<file path="config.mk">
export PLATFORM = sky130hd
export DESIGN_NAME = gpb_port
export DESIGN_NICKNAME = d
export VERILOG_FILES = /design/src/core/gpb_pkg.sv /design/src/core/gpb_sync.sv /design/src/core/gpb_buf2.sv /design/src/core/gpb_port.sv
export VERILOG_INCLUDE_DIRS = /design/src /design/src/core
export SDC_FILE = /design/constraint.sdc
export NUM_CORES = 1
export LEC_CHECK = 0
export BUFFER_PORTS_ARGS = -buffer_cell sky130_fd_sc_hd__buf_4
export CORE_AREA = 2 2 87 89
export CTS_BUF_LIST = sky130_fd_sc_hd__clkbuf_8
export CTS_CLUSTER_DIAMETER = 40
export CTS_CLUSTER_SIZE = 12
export DETAILED_ROUTE_END_ITERATION = 12
export DIE_AREA = 0 0 89 91
export PLACE_DENSITY = 0.66
export SYNTH_ARGS = -nofsm -noshare
export SYNTH_HDL_FRONTEND = slang
export SYNTH_SLANG_ARGS = --single-unit
</file>
<file path="constraint.sdc">
create_clock -name clock -period 3.75 [get_ports clock]
set_input_delay 0.1875 -clock clock [delete_from_list [all_inputs] [get_ports clock]]
set_output_delay 0.1875 -clock clock [all_outputs]
set_load 0.01 [all_outputs]
</file>
<file path="src/core/gpb_regs.svh">
// Purpose: Constants for the parallel instrument bus port
// Assumes: Byte codes are the 7-bit command value after removing low-true sense
// Notes:   Definitions only
`ifndef GPB_REGS_SVH
`define GPB_REGS_SVH

`define GPB_DATA_W        8
`define GPB_CODE_W        7
`define GPB_ADDR_W        5
`define GPB_LISTEN_BASE   7'h20
`define GPB_TALK_BASE     7'h40
`define GPB_SEC_BASE      7'h60
`define GPB_GROUP_MASK    7'h60
`define GPB_CMD_UNLISTEN  7'h3f
`define GPB_CMD_UNTALK    7'h5f
`define GPB_CLK_PERIOD_NS 4
`define GPB_SETTLE_NS     100
`define GPB_SETTLE_CYC    ((`GPB_SETTLE_NS + `GPB_CLK_PERIOD_NS - 1) / `GPB_CLK_PERIOD_NS)
`define GPB_PIN_COUNT     15
`define GPB_PIN_IDLE      15'h7fff

`endif

</file>
<file path="src/core/gpb_pkg.sv">
// Purpose: Types shared by the bus port files
// Assumes: Nothing beyond the constants header
// Notes:   State sets only
package gpb_pkg;

  typedef enum logic [1:0] {
    ACC_IDLE,
    ACC_READY,
    ACC_DONE
  } gpb_acc_state_type;

  typedef enum logic [2:0] {
    SRC_IDLE,
    SRC_SETTLE,
    SRC_WAIT,
    SRC_VALID,
    SRC_RELEASE
  } gpb_src_state_type;

endpackage

</file>
<file path="src/core/gpb_sync.sv">
// Purpose: Two-flop synchroniser for a group of pin levels
// Assumes: Each bit is an independent level
// Notes:   First stage is read only by the second stage
`timescale 1ns/1ps
module gpb_sync #(
  parameter int          WIDTH = 1,
  parameter logic [WIDTH-1:0] IDLE = '1
) (
  input  wire logic             clock,
  input  wire logic             rst_n,
  input  wire logic [WIDTH-1:0] async_in,
  output logic      [WIDTH-1:0] sync_out
);
  genvar i;
  generate
    for (i = 0; i < WIDTH; i++) begin : g_bit
      logic meta_r;
      always_ff @(posedge clock or negedge rst_n) begin
        if (!rst_n) begin
          meta_r      <= IDLE[i];
          sync_out[i] <= IDLE[i];
        end else begin
          meta_r      <= async_in[i];
          sync_out[i] <= meta_r;
        end
      end
    end
  endgenerate
endmodule

</file>
<file path="src/core/gpb_buf2.sv">
// Purpose: Two-entry buffer with valid/ready on both sides
// Assumes: Single clock
// Notes:   Output word is held in a flop-based array
`timescale 1ns/1ps
module gpb_buf2 #(
  parameter int WIDTH = 8,
  parameter int DEPTH = 2
) (
  input  wire logic             clock,
  input  wire logic             rst_n,
  input  wire logic [WIDTH-1:0] in_data,
  input  wire logic             in_valid,
  output logic                  in_ready,
  output logic      [WIDTH-1:0] out_data,
  output logic                  out_valid,
  input  wire logic             out_ready
);
  localparam int PW = $clog2(DEPTH);
  logic [WIDTH-1:0] mem_r [DEPTH];
  logic [PW-1:0]    wr_r;
  logic [PW-1:0]    rd_r;
  logic [PW:0]      count_r;
  logic             push;
  logic             pop;

  assign in_ready  = (count_r != (PW+1)'(DEPTH));
  assign out_valid = (count_r != '0);
  assign out_data  = mem_r[rd_r];
  assign push      = in_valid && in_ready;
  assign pop       = out_valid && out_ready;

  always_ff @(posedge clock) begin
    if (push) begin
      mem_r[wr_r] <= in_data;
    end
  end

  always_ff @(posedge clock or negedge rst_n) begin
    if (!rst_n) begin
      wr_r    <= '0;
      rd_r    <= '0;
      count_r <= '0;
    end else begin
      if (push) begin
        wr_r <= (wr_r == PW'(DEPTH - 1)) ? '0 : wr_r + 1'b1;
      end
      if (pop) begin
        rd_r <= (rd_r == PW'(DEPTH - 1)) ? '0 : rd_r + 1'b1;
      end
      count_r <= count_r + (PW+1)'(push) - (PW+1)'(pop);
    end
  end
endmodule

</file>
<file path="src/core/gpb_port.sv">
// Purpose: Instrument-side port for the interlocked byte bus: acceptor, source, addressing
// Assumes: Pins open-drain but DIO drives both levels; DIO, DAV, NRFD, NDAC, EOI as input, output and output enable; ATN, IFC, REN input only; SRQ output only
// Notes:   Single 250 MHz clock; all pin inputs pass two flops first
//
// Operation
// - All bus lines low means true
// - Eight low-true data lines, byte per cycle
// - Source drives DAV; acceptors drive NRFD, NDAC
// - Source waits NRFD high, NDAC low first
// - Handshake lines stable 100ns after ATN
// - Source pulls DAV low when ready
// - Acceptor pulls NRFD, releases NDAC after taking
// - Accepted byte: source releases data and DAV
// - DAV released: listener releases NRFD again
// - No fixed rate; steps wait on peer
// - ATN level selects command or data meaning
// - Primary address is 0 to 31
// - Listen address is primary OR 20h
// - Talk address is primary OR 40h
// - Secondary addresses 60h-7Fh are ignored
// - One talker, many listeners
// - Talker sends response bytes one per cycle
// - EOI marks the final byte
// - SRQ held until serviced
// - REN true puts device in remote
// - IFC clears interface state
// - IFC idles talk and listen functions
// - Unlisten command idles the listener
// - Untalk command idles the talker
`timescale 1ns/1ps
`include "gpb_regs.svh"
module gpb_port #(
  parameter int SETTLE_CYC = `GPB_SETTLE_CYC,
  parameter int RX_DEPTH   = 2
) (
  input  wire logic                    clock,
  input  wire logic                    rstn,
  input  wire logic [`GPB_ADDR_W-1:0]  primary_addr,
  input  wire logic [`GPB_DATA_W-1:0]  dio_n_i,
  output logic      [`GPB_DATA_W-1:0]  dio_n_o,
  output logic                         dio_n_oe,
  input  wire logic                    dav_n_i,
  output logic                         dav_n_o,
  output logic                         dav_n_oe,
  input  wire logic                    nrfd_n_i,
  output logic                         nrfd_n_o,
  output logic                         nrfd_n_oe,
  input  wire logic                    ndac_n_i,
  output logic                         ndac_n_o,
  output logic                         ndac_n_oe,
  input  wire logic                    eoi_n_i,
  output logic                         eoi_n_o,
  output logic                         eoi_n_oe,
  input  wire logic                    atn_n_i,
  input  wire logic                    ifc_n_i,
  input  wire logic                    ren_n_i,
  output logic                         srq_n_o,
  output logic                         srq_n_oe,
  input  wire logic [`GPB_DATA_W-1:0]  tx_data,
  input  wire logic                    tx_eoi,
  input  wire logic                    tx_valid,
  output logic                         tx_ready,
  output logic      [`GPB_DATA_W-1:0]  rx_data,
  output logic                         rx_eoi,
  output logic                         rx_valid,
  input  wire logic                    rx_ready,
  input  wire logic                    srq_set,
  input  wire logic                    srq_clear,
  output logic                         talk_active,
  output logic                         listen_active,
  output logic                         remote_mode
);
  import gpb_pkg::*;

  localparam int CW = $clog2(SETTLE_CYC + 1);

  // Helpers used by both command decoding and group tests
  function automatic logic [`GPB_CODE_W-1:0] cmd_code(input logic [`GPB_DATA_W-1:0] b);
    cmd_code = b[`GPB_CODE_W-1:0];
  endfunction

  function automatic logic in_group(input logic [`GPB_CODE_W-1:0] c,
                                    input logic [`GPB_CODE_W-1:0] base);
    in_group = ((c & `GPB_GROUP_MASK) == base);
  endfunction

  // Reset release
  logic rst_meta_r;
  logic rst_n;
  always_ff @(posedge clock or negedge rstn) begin
    if (!rstn) begin
      rst_meta_r <= 1'b0;
      rst_n      <= 1'b0;
    end else begin
      rst_meta_r <= 1'b1;
      rst_n      <= rst_meta_r;
    end
  end

  // Pin synchronisation
  logic [`GPB_PIN_COUNT-1:0] pins_async;
  logic [`GPB_PIN_COUNT-1:0] pins_s;
  assign pins_async = {ren_n_i, ifc_n_i, atn_n_i, eoi_n_i, ndac_n_i, nrfd_n_i, dav_n_i, dio_n_i};

  gpb_sync #(
    .WIDTH (`GPB_PIN_COUNT),
    .IDLE  (`GPB_PIN_IDLE)
  ) u_sync (
    .clock    (clock),
    .rst_n    (rst_n),
    .async_in (pins_async),
    .sync_out (pins_s)
  );

  // True-sense copies of the synchronised lines
  logic [`GPB_DATA_W-1:0] bus_byte;
  logic dav_t;
  logic nrfd_t;
  logic ndac_t;
  logic eoi_t;
  logic atn_t;
  logic ifc_t;
  logic ren_t;
  assign bus_byte = ~pins_s[7:0];
  assign dav_t    = ~pins_s[8];
  assign nrfd_t   = ~pins_s[9];
  assign ndac_t   = ~pins_s[10];
  assign eoi_t    = ~pins_s[11];
  assign atn_t    = ~pins_s[12];
  assign ifc_t    = ~pins_s[13];
  assign ren_t    = ~pins_s[14];

  // Address derivation
  logic [`GPB_CODE_W-1:0] my_listen;
  logic [`GPB_CODE_W-1:0] my_talk;
  assign my_listen = `GPB_LISTEN_BASE | {2'b00, primary_addr};
  assign my_talk   = `GPB_TALK_BASE | {2'b00, primary_addr};

  // Acceptor
  gpb_acc_state_type acc_r;
  logic              acc_active;
  logic              can_take;
  logic              take;
  logic              buf_in_ready;
  logic              cmd_take;
  logic              data_take;
  logic [`GPB_CODE_W-1:0] code;

  // Every device accepts while ATN is true; data only while listening
  assign acc_active = atn_t || listen_active;
  // Commands never stall; data stalls when the buffer is full
  assign can_take   = atn_t || buf_in_ready;
  assign take       = (acc_r == ACC_READY) && acc_active && can_take && dav_t;
  assign cmd_take   = take && atn_t;
  assign data_take  = take && !atn_t;
  assign code       = cmd_code(bus_byte);

  always_ff @(posedge clock or negedge rst_n) begin
    if (!rst_n) begin
      acc_r <= ACC_IDLE;
    end else if (!acc_active || ifc_t) begin
      acc_r <= ACC_IDLE;
    end else begin
      unique case (acc_r)
        ACC_IDLE:  acc_r <= ACC_READY;
        ACC_READY: begin
          if (take) begin
            acc_r <= ACC_DONE;
          end
        end
        ACC_DONE:  begin
          if (!dav_t) begin
            acc_r <= ACC_READY;
          end
        end
      endcase
    end
  end

  // NDAC held low until taken; NRFD low while not ready or after taking
  logic nrfd_pull;
  logic ndac_pull;
  always_comb begin
    nrfd_pull = 1'b0;
    ndac_pull = 1'b0;
    unique case (acc_r)
      ACC_IDLE:  begin
        nrfd_pull = 1'b0;
        ndac_pull = 1'b0;
      end
      ACC_READY: begin
        nrfd_pull = !can_take;
        ndac_pull = 1'b1;
      end
      ACC_DONE:  begin
        nrfd_pull = 1'b1;
        ndac_pull = 1'b0;
      end
    endcase
  end
  assign nrfd_n_o  = 1'b0;
  assign ndac_n_o  = 1'b0;
  assign nrfd_n_oe = nrfd_pull;
  assign ndac_n_oe = ndac_pull;

  // Addressing state
  always_ff @(posedge clock or negedge rst_n) begin
    if (!rst_n) begin
      listen_active <= 1'b0;
    end else if (ifc_t) begin
      listen_active <= 1'b0;
    end else if (cmd_take) begin
      if (code == `GPB_CMD_UNLISTEN) begin
        listen_active <= 1'b0;
      end else if (code == my_listen) begin
        listen_active <= 1'b1;
      end
    end
  end

  always_ff @(posedge clock or negedge rst_n) begin
    if (!rst_n) begin
      talk_active <= 1'b0;
    end else if (ifc_t) begin
      talk_active <= 1'b0;
    end else if (cmd_take) begin
      if (code == `GPB_CMD_UNTALK) begin
        talk_active <= 1'b0;
      end else if (code == my_talk) begin
        talk_active <= 1'b1;
      end else if (in_group(code, `GPB_TALK_BASE)) begin
        talk_active <= 1'b0;
      end
      // Secondary group codes fall through untouched
    end
  end

  always_ff @(posedge clock or negedge rst_n) begin
    if (!rst_n) begin
      remote_mode <= 1'b0;
    end else begin
      remote_mode <= ren_t;
    end
  end

  // Received data path
  gpb_buf2 #(
    .WIDTH (`GPB_DATA_W + 1),
    .DEPTH (RX_DEPTH)
  ) u_rx_buf (
    .clock     (clock),
    .rst_n     (rst_n),
    .in_data   ({eoi_t, bus_byte}),
    .in_valid  (data_take),
    .in_ready  (buf_in_ready),
    .out_data  ({rx_eoi, rx_data}),
    .out_valid (rx_valid),
    .out_ready (rx_ready)
  );

  // Source
  gpb_src_state_type src_r;
  logic [CW-1:0]     settle_r;
  logic              src_ok;
  logic [`GPB_DATA_W-1:0] out_byte_r;
  logic              out_eoi_r;
  logic              drive_r;

  // A source may only run while talking with ATN false
  assign src_ok   = talk_active && !atn_t && !ifc_t;
  assign tx_ready = (src_r == SRC_IDLE) && src_ok;

  always_ff @(posedge clock or negedge rst_n) begin
    if (!rst_n) begin
      src_r    <= SRC_IDLE;
      settle_r <= '0;
    end else if (!src_ok) begin
      // Losing talk or ATN going true drops the byte at once
      src_r    <= SRC_IDLE;
      settle_r <= '0;
    end else begin
      unique case (src_r)
        SRC_IDLE: begin
          if (tx_valid) begin
            src_r    <= SRC_SETTLE;
            settle_r <= CW'(SETTLE_CYC);
          end
        end
        SRC_SETTLE: begin
          // Data settles before DAV; also spaces DAV from an ATN change
          if (settle_r <= CW'(1)) begin
            src_r <= SRC_WAIT;
          end
          settle_r <= settle_r - 1'b1;
        end
        SRC_WAIT: begin
          if (!nrfd_t && ndac_t) begin
            src_r <= SRC_VALID;
          end
        end
        SRC_VALID: begin
          if (!ndac_t) begin
            src_r <= SRC_RELEASE;
          end
        end
        SRC_RELEASE: begin
          // Next byte only after the acceptors return NDAC low
          if (ndac_t) begin
            src_r <= SRC_IDLE;
          end
        end
      endcase
    end
  end

  always_ff @(posedge clock or negedge rst_n) begin
    if (!rst_n) begin
      out_byte_r <= '0;
      out_eoi_r  <= 1'b0;
    end else if (tx_valid && tx_ready) begin
      out_byte_r <= tx_data;
      out_eoi_r  <= tx_eoi;
    end
  end

  always_ff @(posedge clock or negedge rst_n) begin
    if (!rst_n) begin
      drive_r <= 1'b0;
    end else begin
      drive_r <= src_ok && (src_r == SRC_SETTLE || src_r == SRC_WAIT || src_r == SRC_VALID);
    end
  end

  assign dio_n_o  = ~out_byte_r;
  assign dio_n_oe = drive_r;
  assign dav_n_o  = 1'b0;
  assign dav_n_oe = src_ok && (src_r == SRC_VALID);
  assign eoi_n_o  = 1'b0;
  assign eoi_n_oe = src_ok && (src_r == SRC_VALID) && out_eoi_r;

  // Service request, set wins over clear
  logic srq_r;
  always_ff @(posedge clock or negedge rst_n) begin
    if (!rst_n) begin
      srq_r <= 1'b0;
    end else if (srq_set) begin
      srq_r <= 1'b1;
    end else if (srq_clear) begin
      srq_r <= 1'b0;
    end
  end
  assign srq_n_o  = 1'b0;
  assign srq_n_oe = srq_r;

endmodule

</file>
# Word-level counts from Yosys, hierarchy flattened

Memories as Yosys holds them, arrays and structs flattened.
Index checks and enable logic that the tools add are counted.

$add $sub $neg: 5
$lt $le $gt $ge: 1
Eq/ne operators: 23
Mux-type cells: 31
Bitwise gates (word level): 8
Reduce and logical (&&, ||, !) cells: 32

Operators with widths:

| operator              | number |
|---|---|
| $mux W3               | 6 |
| $not A8 Y8            | 2 |
| $logic_and A1 B1 Y1   | 15 |
| $mux W1               | 15 |
| $ne A3 B3 Y1 const B  | 5 |
| $pmux W3 S5           | 1 |
| $mux W5               | 2 |
| $pmux W5 S2           | 1 |
| $ne A3 B2 Y1 const B  | 3 |
| $reduce_and A2 Y1     | 4 |
| $eq A7 B6 Y1          | 1 |
| $eq A7 B6 Y1 const B  | 1 |
| $eq A7 B7 Y1          | 1 |
| $eq A7 B7 Y1 const B  | 1 |
| $eq A3 B2 Y1 const B  | 2 |
| $mux W2               | 3 |
| $not A1 Y1            | 6 |
| $pmux W2 S3           | 1 |
| $le A5 B1 Y1 const B  | 1 |
| $logic_or A1 B1 Y1    | 5 |
| $reduce_and A5 Y1     | 1 |
| $sub A5 B1 Y5 const B | 1 |
| $eq A2 B2 Y1 const B  | 2 |
| $ne A2 B2 Y1 const B  | 2 |
| other kinds (15)      | 18 |

Register bits: 60
Memory bits (writable): 18
Bits of input ports: 35
Memories: 1

Memories:

| memory         | depth | bits a word | rd ports | clocked after Yosys merged registers in | write ports | line           | source |
|---|---|---|---|---|---|---|---|
| u_rx_buf.mem_r | 2     | 9           | 1        | 0                                       | 1           | gpb_buf2.sv:19 | `logic [WIDTH-1:0] mem_r [DEPTH];` |

# Logic depth before layout (Yosys ltp)

Depth after elaboration: 9
Gate-level depth with buffers: 8
Depth with buffers taken out: 8

# Modules after synthesis

A second synthesis with hierarchy kept.

Cell total of the unflattened synthesis: 238
Area total of the unflattened synthesis: 3100.5 um^2

Modules (own cells, without submodules):

| module   | times used | cells each | area an instance (um^2) | seq. area each (um^2) |
|---|---|---|---|---|
| gpb_port | 1          | 158        | 1446.4                  | 650.6 |
| gpb_buf2 | 1          | 50         | 865.8                   | 640.6 |
| gpb_sync | 1          | 30         | 788.3                   | 788.3 |

# Least setup slack after synthesis

Ideal clock, no wire load.

Kind: register to register
Start: register acc_r[1]
End: memory u_rx_buf.mem_r[1][0] in the netlist's numbering (enable)
Data arrival time: 1.479 ns
Required time: 3.376 ns
Path slack: 1.897 ns
Stages on the path, launching flop included: 6
Path buffers: 0
Period minus slack after synthesis: 1.853 ns
Path through: dfrtp_1 inv_1 ha_1 nand2b_1 or3_1 nor2_1

Longest elaborated chain between the ends: 8

RTL lines:

| what                              | line            | source |
|---|---|---|
| start: declaration                | gpb_port.sv:140 | `gpb_acc_state_type acc_r;` |
| start signal: assignment          | gpb_port.sv:160 | `acc_r <= ACC_IDLE;` |
| start signal: assignment          | gpb_port.sv:162 | `acc_r <= ACC_IDLE;` |
| start signal: assignment          | gpb_port.sv:165 | `ACC_IDLE: acc_r <= ACC_READY;` |
| $eq A2 B1 Y1                      | gpb_port.sv:153 | `assign take = (acc_r == ACC_READY) && acc_active && can_take && dav_t;` |
| $logic_and A1 B1 Y1 (3 in series) | gpb_port.sv:153 |  |
| $logic_and A1 B1 Y1               | gpb_port.sv:155 | `assign data_take = take && !atn_t;` |
| $logic_and A1 B1 Y1               | gpb_buf2.sv:29  | `assign push = in_valid && in_ready;` |
| $mux W1                           | gpb_buf2.sv:33  | `if (push) begin` |
| $mux W1 (not written as such)     | gpb_buf2.sv:34  | `mem_r[wr_r] <= in_data;` |
| end: declaration                  | gpb_buf2.sv:19  |  |

Every way passes these cells.

# Final worst setup path

Start: register acc_r[1]
End: memory u_rx_buf.mem_r[0][8] in the netlist's numbering (enable)

The elaborated chain is that of the path after synthesis.

==> run metrics <==
status=complete, no violations; layout cells sized above 1=40.2%; Startpoint Class=register; routed vias=1949; DP Worst Slack=1610 ps; post-route ant nets=0; routability cong.=0.709; Clock Sinks=78; row count=31; Worst Path Arrival=2130 ps; largest net degree at the start of global routing=37; setup slack after layout=1610 ps; clock latency on the worst-skew pair=350 ps; fmax=468 MHz; CP max FO=9; I/O pin cnt=68; Vias/cell=4.59; First DRT Iteration DRCs=59; Worst-Margin Slew=783 ps; Final Hold Vio Count=0; Slew headroom=47.6%; R2R Path Start=acc_r[1]; max-cap viol count=0; Remaining DRCs=0; CTS Buf Count=9; ys async rst share=76.9%; Yosys cell types=43; post-synthesis sequential area ratio=66.7%; Cells after DPL=392; beginning of the critical path=acc_r[1]; register area=2080 µm²; first-pass GRT wire length=8960 µm; Setup CP Type=register to register; mean routed wirelength per cell=12.7 µm; crit path time final=2140 ps; # setup viols final=0; fin. max-slew vios=0; predominant post-synthesis flop cell=dfstp_2; Placement Cell Area=3670 µm²; Hold Path Class=input port to register; pwr dens=448 nW/µm²; number of diodes=0; HPWL after detailed placement=3660 µm; CTS tree=done; Syn-to-layout area delta=29.3%; Worst setup EP type=register; Yosys reg bits=78; first drt pass iteration count=4; Port Buffers=62; number of synthesis warnings=0; non-filler cells, final=425; maximum vdd drop=0.204 mV; Tcrit/Tclk final=57.0%; Post-synth EDFFs=18; Final Cell Area=4030 µm²; die width=89 µm; Final #Nets=363; initial antenna violation count=0; clk root buf=clkbuf_8; Initial Util=43.7%; Synth Cell Area=3120 µm²; Layout fillers=640; Final TNS setup=0 ps; Hold Path Origin=tx_data[0]; critical path required time=3740 ps; ranking of synthesized cells by area=dfstp_2, dfrtp_1, edfxtp_1, mux2_2, inv_1; Synth top area share=25.3%; Leakage=1.78 nW; core area=7140 µm²; Resized Gates After CTS=0; remaining global-route overflow=0; CTS clk-pin slew, worst paths=80 ps; Syn Area/Cell=13.2 µm²; vias in the first global route=1967; Tot GR Track Use=14.8%; RSZ-0062 raised after global routing=no; Synth area leader=dfstp_2; Routed Wire Length=5380 µm; Die Ht=91 µm; maximum buffer depth of the clock tree=2; full die area=8100 µm²; area of the multi-input gates=881 µm²; Syn Inst Count=236; Clock Skew=9.76 ps; CTS H-Tree Depth=3
[area by class of cell]
cell class | count | area share (%)
Tap cell | 99 | 3.07
Timing Repair Buffer | 80 | 16.0
Clock inverter | 7 | 1.68
Multi-Input combinational cell | 123 | 21.9
Sequential cell | 78 | 51.6
Clock buffer | 9 | 3.07
Inverter | 29 | 2.70
[cells by family (layout without fill, tap and decap cells)]
family | after synthesis | after routing | synth area share (%)
buffers and inverters | 39 | 125 | 5.50
multiplexers | 19 | 19 | 6.82
AO/OA/AOI/OAI | 27 | 27 | 5.54
flip-flops | 78 | 78 | 66.7
XOR/XNOR | 9 | 9 | 2.53
AND/OR/NAND/NOR | 55 | 55 | 9.84
adder cells (fa/ha/maj) | 7 | 7 | 2.81
other | 2 | 6 | 0.241
[power breakdown]
part	internal, mW	switching (mW)	total, mW
registers	0.918	0.0429	0.961
clock network	0.304	0.305	0.609
logic	0.143	0.0898	0.233
[synth_stat cells, drive strengths merged (2+ instances only)]
library cell	instances
a21oi	4
clkbuf	2
and2	2
a311oi	2
buf	8
a21o	2
o21a	2
dfrtp	30
nand2b	4
conb	2
ha	7
nor4	3
inv	29
edfxtp	18
xnor2	8
nand3	3
a211oi	3
dfstp	30
o21ai	8
mux2	18
nor3	6
nand2	12
a31oi	2
nor2	15
nor2b	3
[cells in the final DEF, fill, tap and decap left out, drive strengths merged, types with 4 or more instances in the layout]
cell         instances
buf                 63
dfrtp               30
a21oi                4
nor3                 6
nand2               12
clkbuf               9
dlygate4sd3         17
xnor2                8
edfxtp              18
o21ai                8
inv                 31
dfstp               30
conb                 6
ha                   7
nor2                15
mux2                18
nand2b               4
[path summary, 6_finish.rpt]
check,cells past startpoint,slack [ps],endpoint
worst max-delay path,5,1610,u_rx_buf.mem_r[0][8]
min in group asynchronous,2,150,rst_n
max in group asynchronous,1,2660,u_sync.g_bit[12].meta_r
worst min-delay path,2,60,out_byte_r[0]
worst max register to register,5,1610,u_rx_buf.mem_r[0][8]
worst min register to register,0,230,out_byte_r[2]
[flip-flops by register name, summed over array words and instances (netlist names), 2 cells and up]
signal,cells
u_sync.g_bit.meta_r,15
u_rx_buf.count_r,2
u_sync.sync_out,15
settle_r,5
out_byte_r,8
u_rx_buf.mem_r,18
src_r,3
acc_r,2
[through the flow]
stage	hold WS, ps	power [mW]	utilization (%)
2_1_floorplan	-108	1.10	-
3_3_place_gp	-29.5	1.19	51.4
3_5_place_dp	-29.2	1.20	51.4
4_1_cts	44.7	1.83	56.5
5_1_grt	51.8	1.88	56.5
6_report	59.8	1.80	56.5
[metal layers]
layer  wire [µm]  global-route usage (%)  share of wire (%)  vias up
met5           0                       0                  0        -
met3         244                    4.00                4.5       10
met2        2680                    24.1                 50       45
met4         140                    8.21                2.6        0
met1        2310                    17.5                 43      941
li1            -                       -                  -      953
[critical path, stage by stage, from the launching register on]
cell and delay, ps:
dfrtp_1 400, inv_1 80, ha_1 200, nand2b_1 120, or3_1 360, nor2_1 620
[repair_timing]
action / 4_1_cts / 5_1_grt
setup buffers: 0 / 0
hold endpoints to repair: 18 / 0
hold buffers: 17 / 0
(Power assumes the default switching activity.)
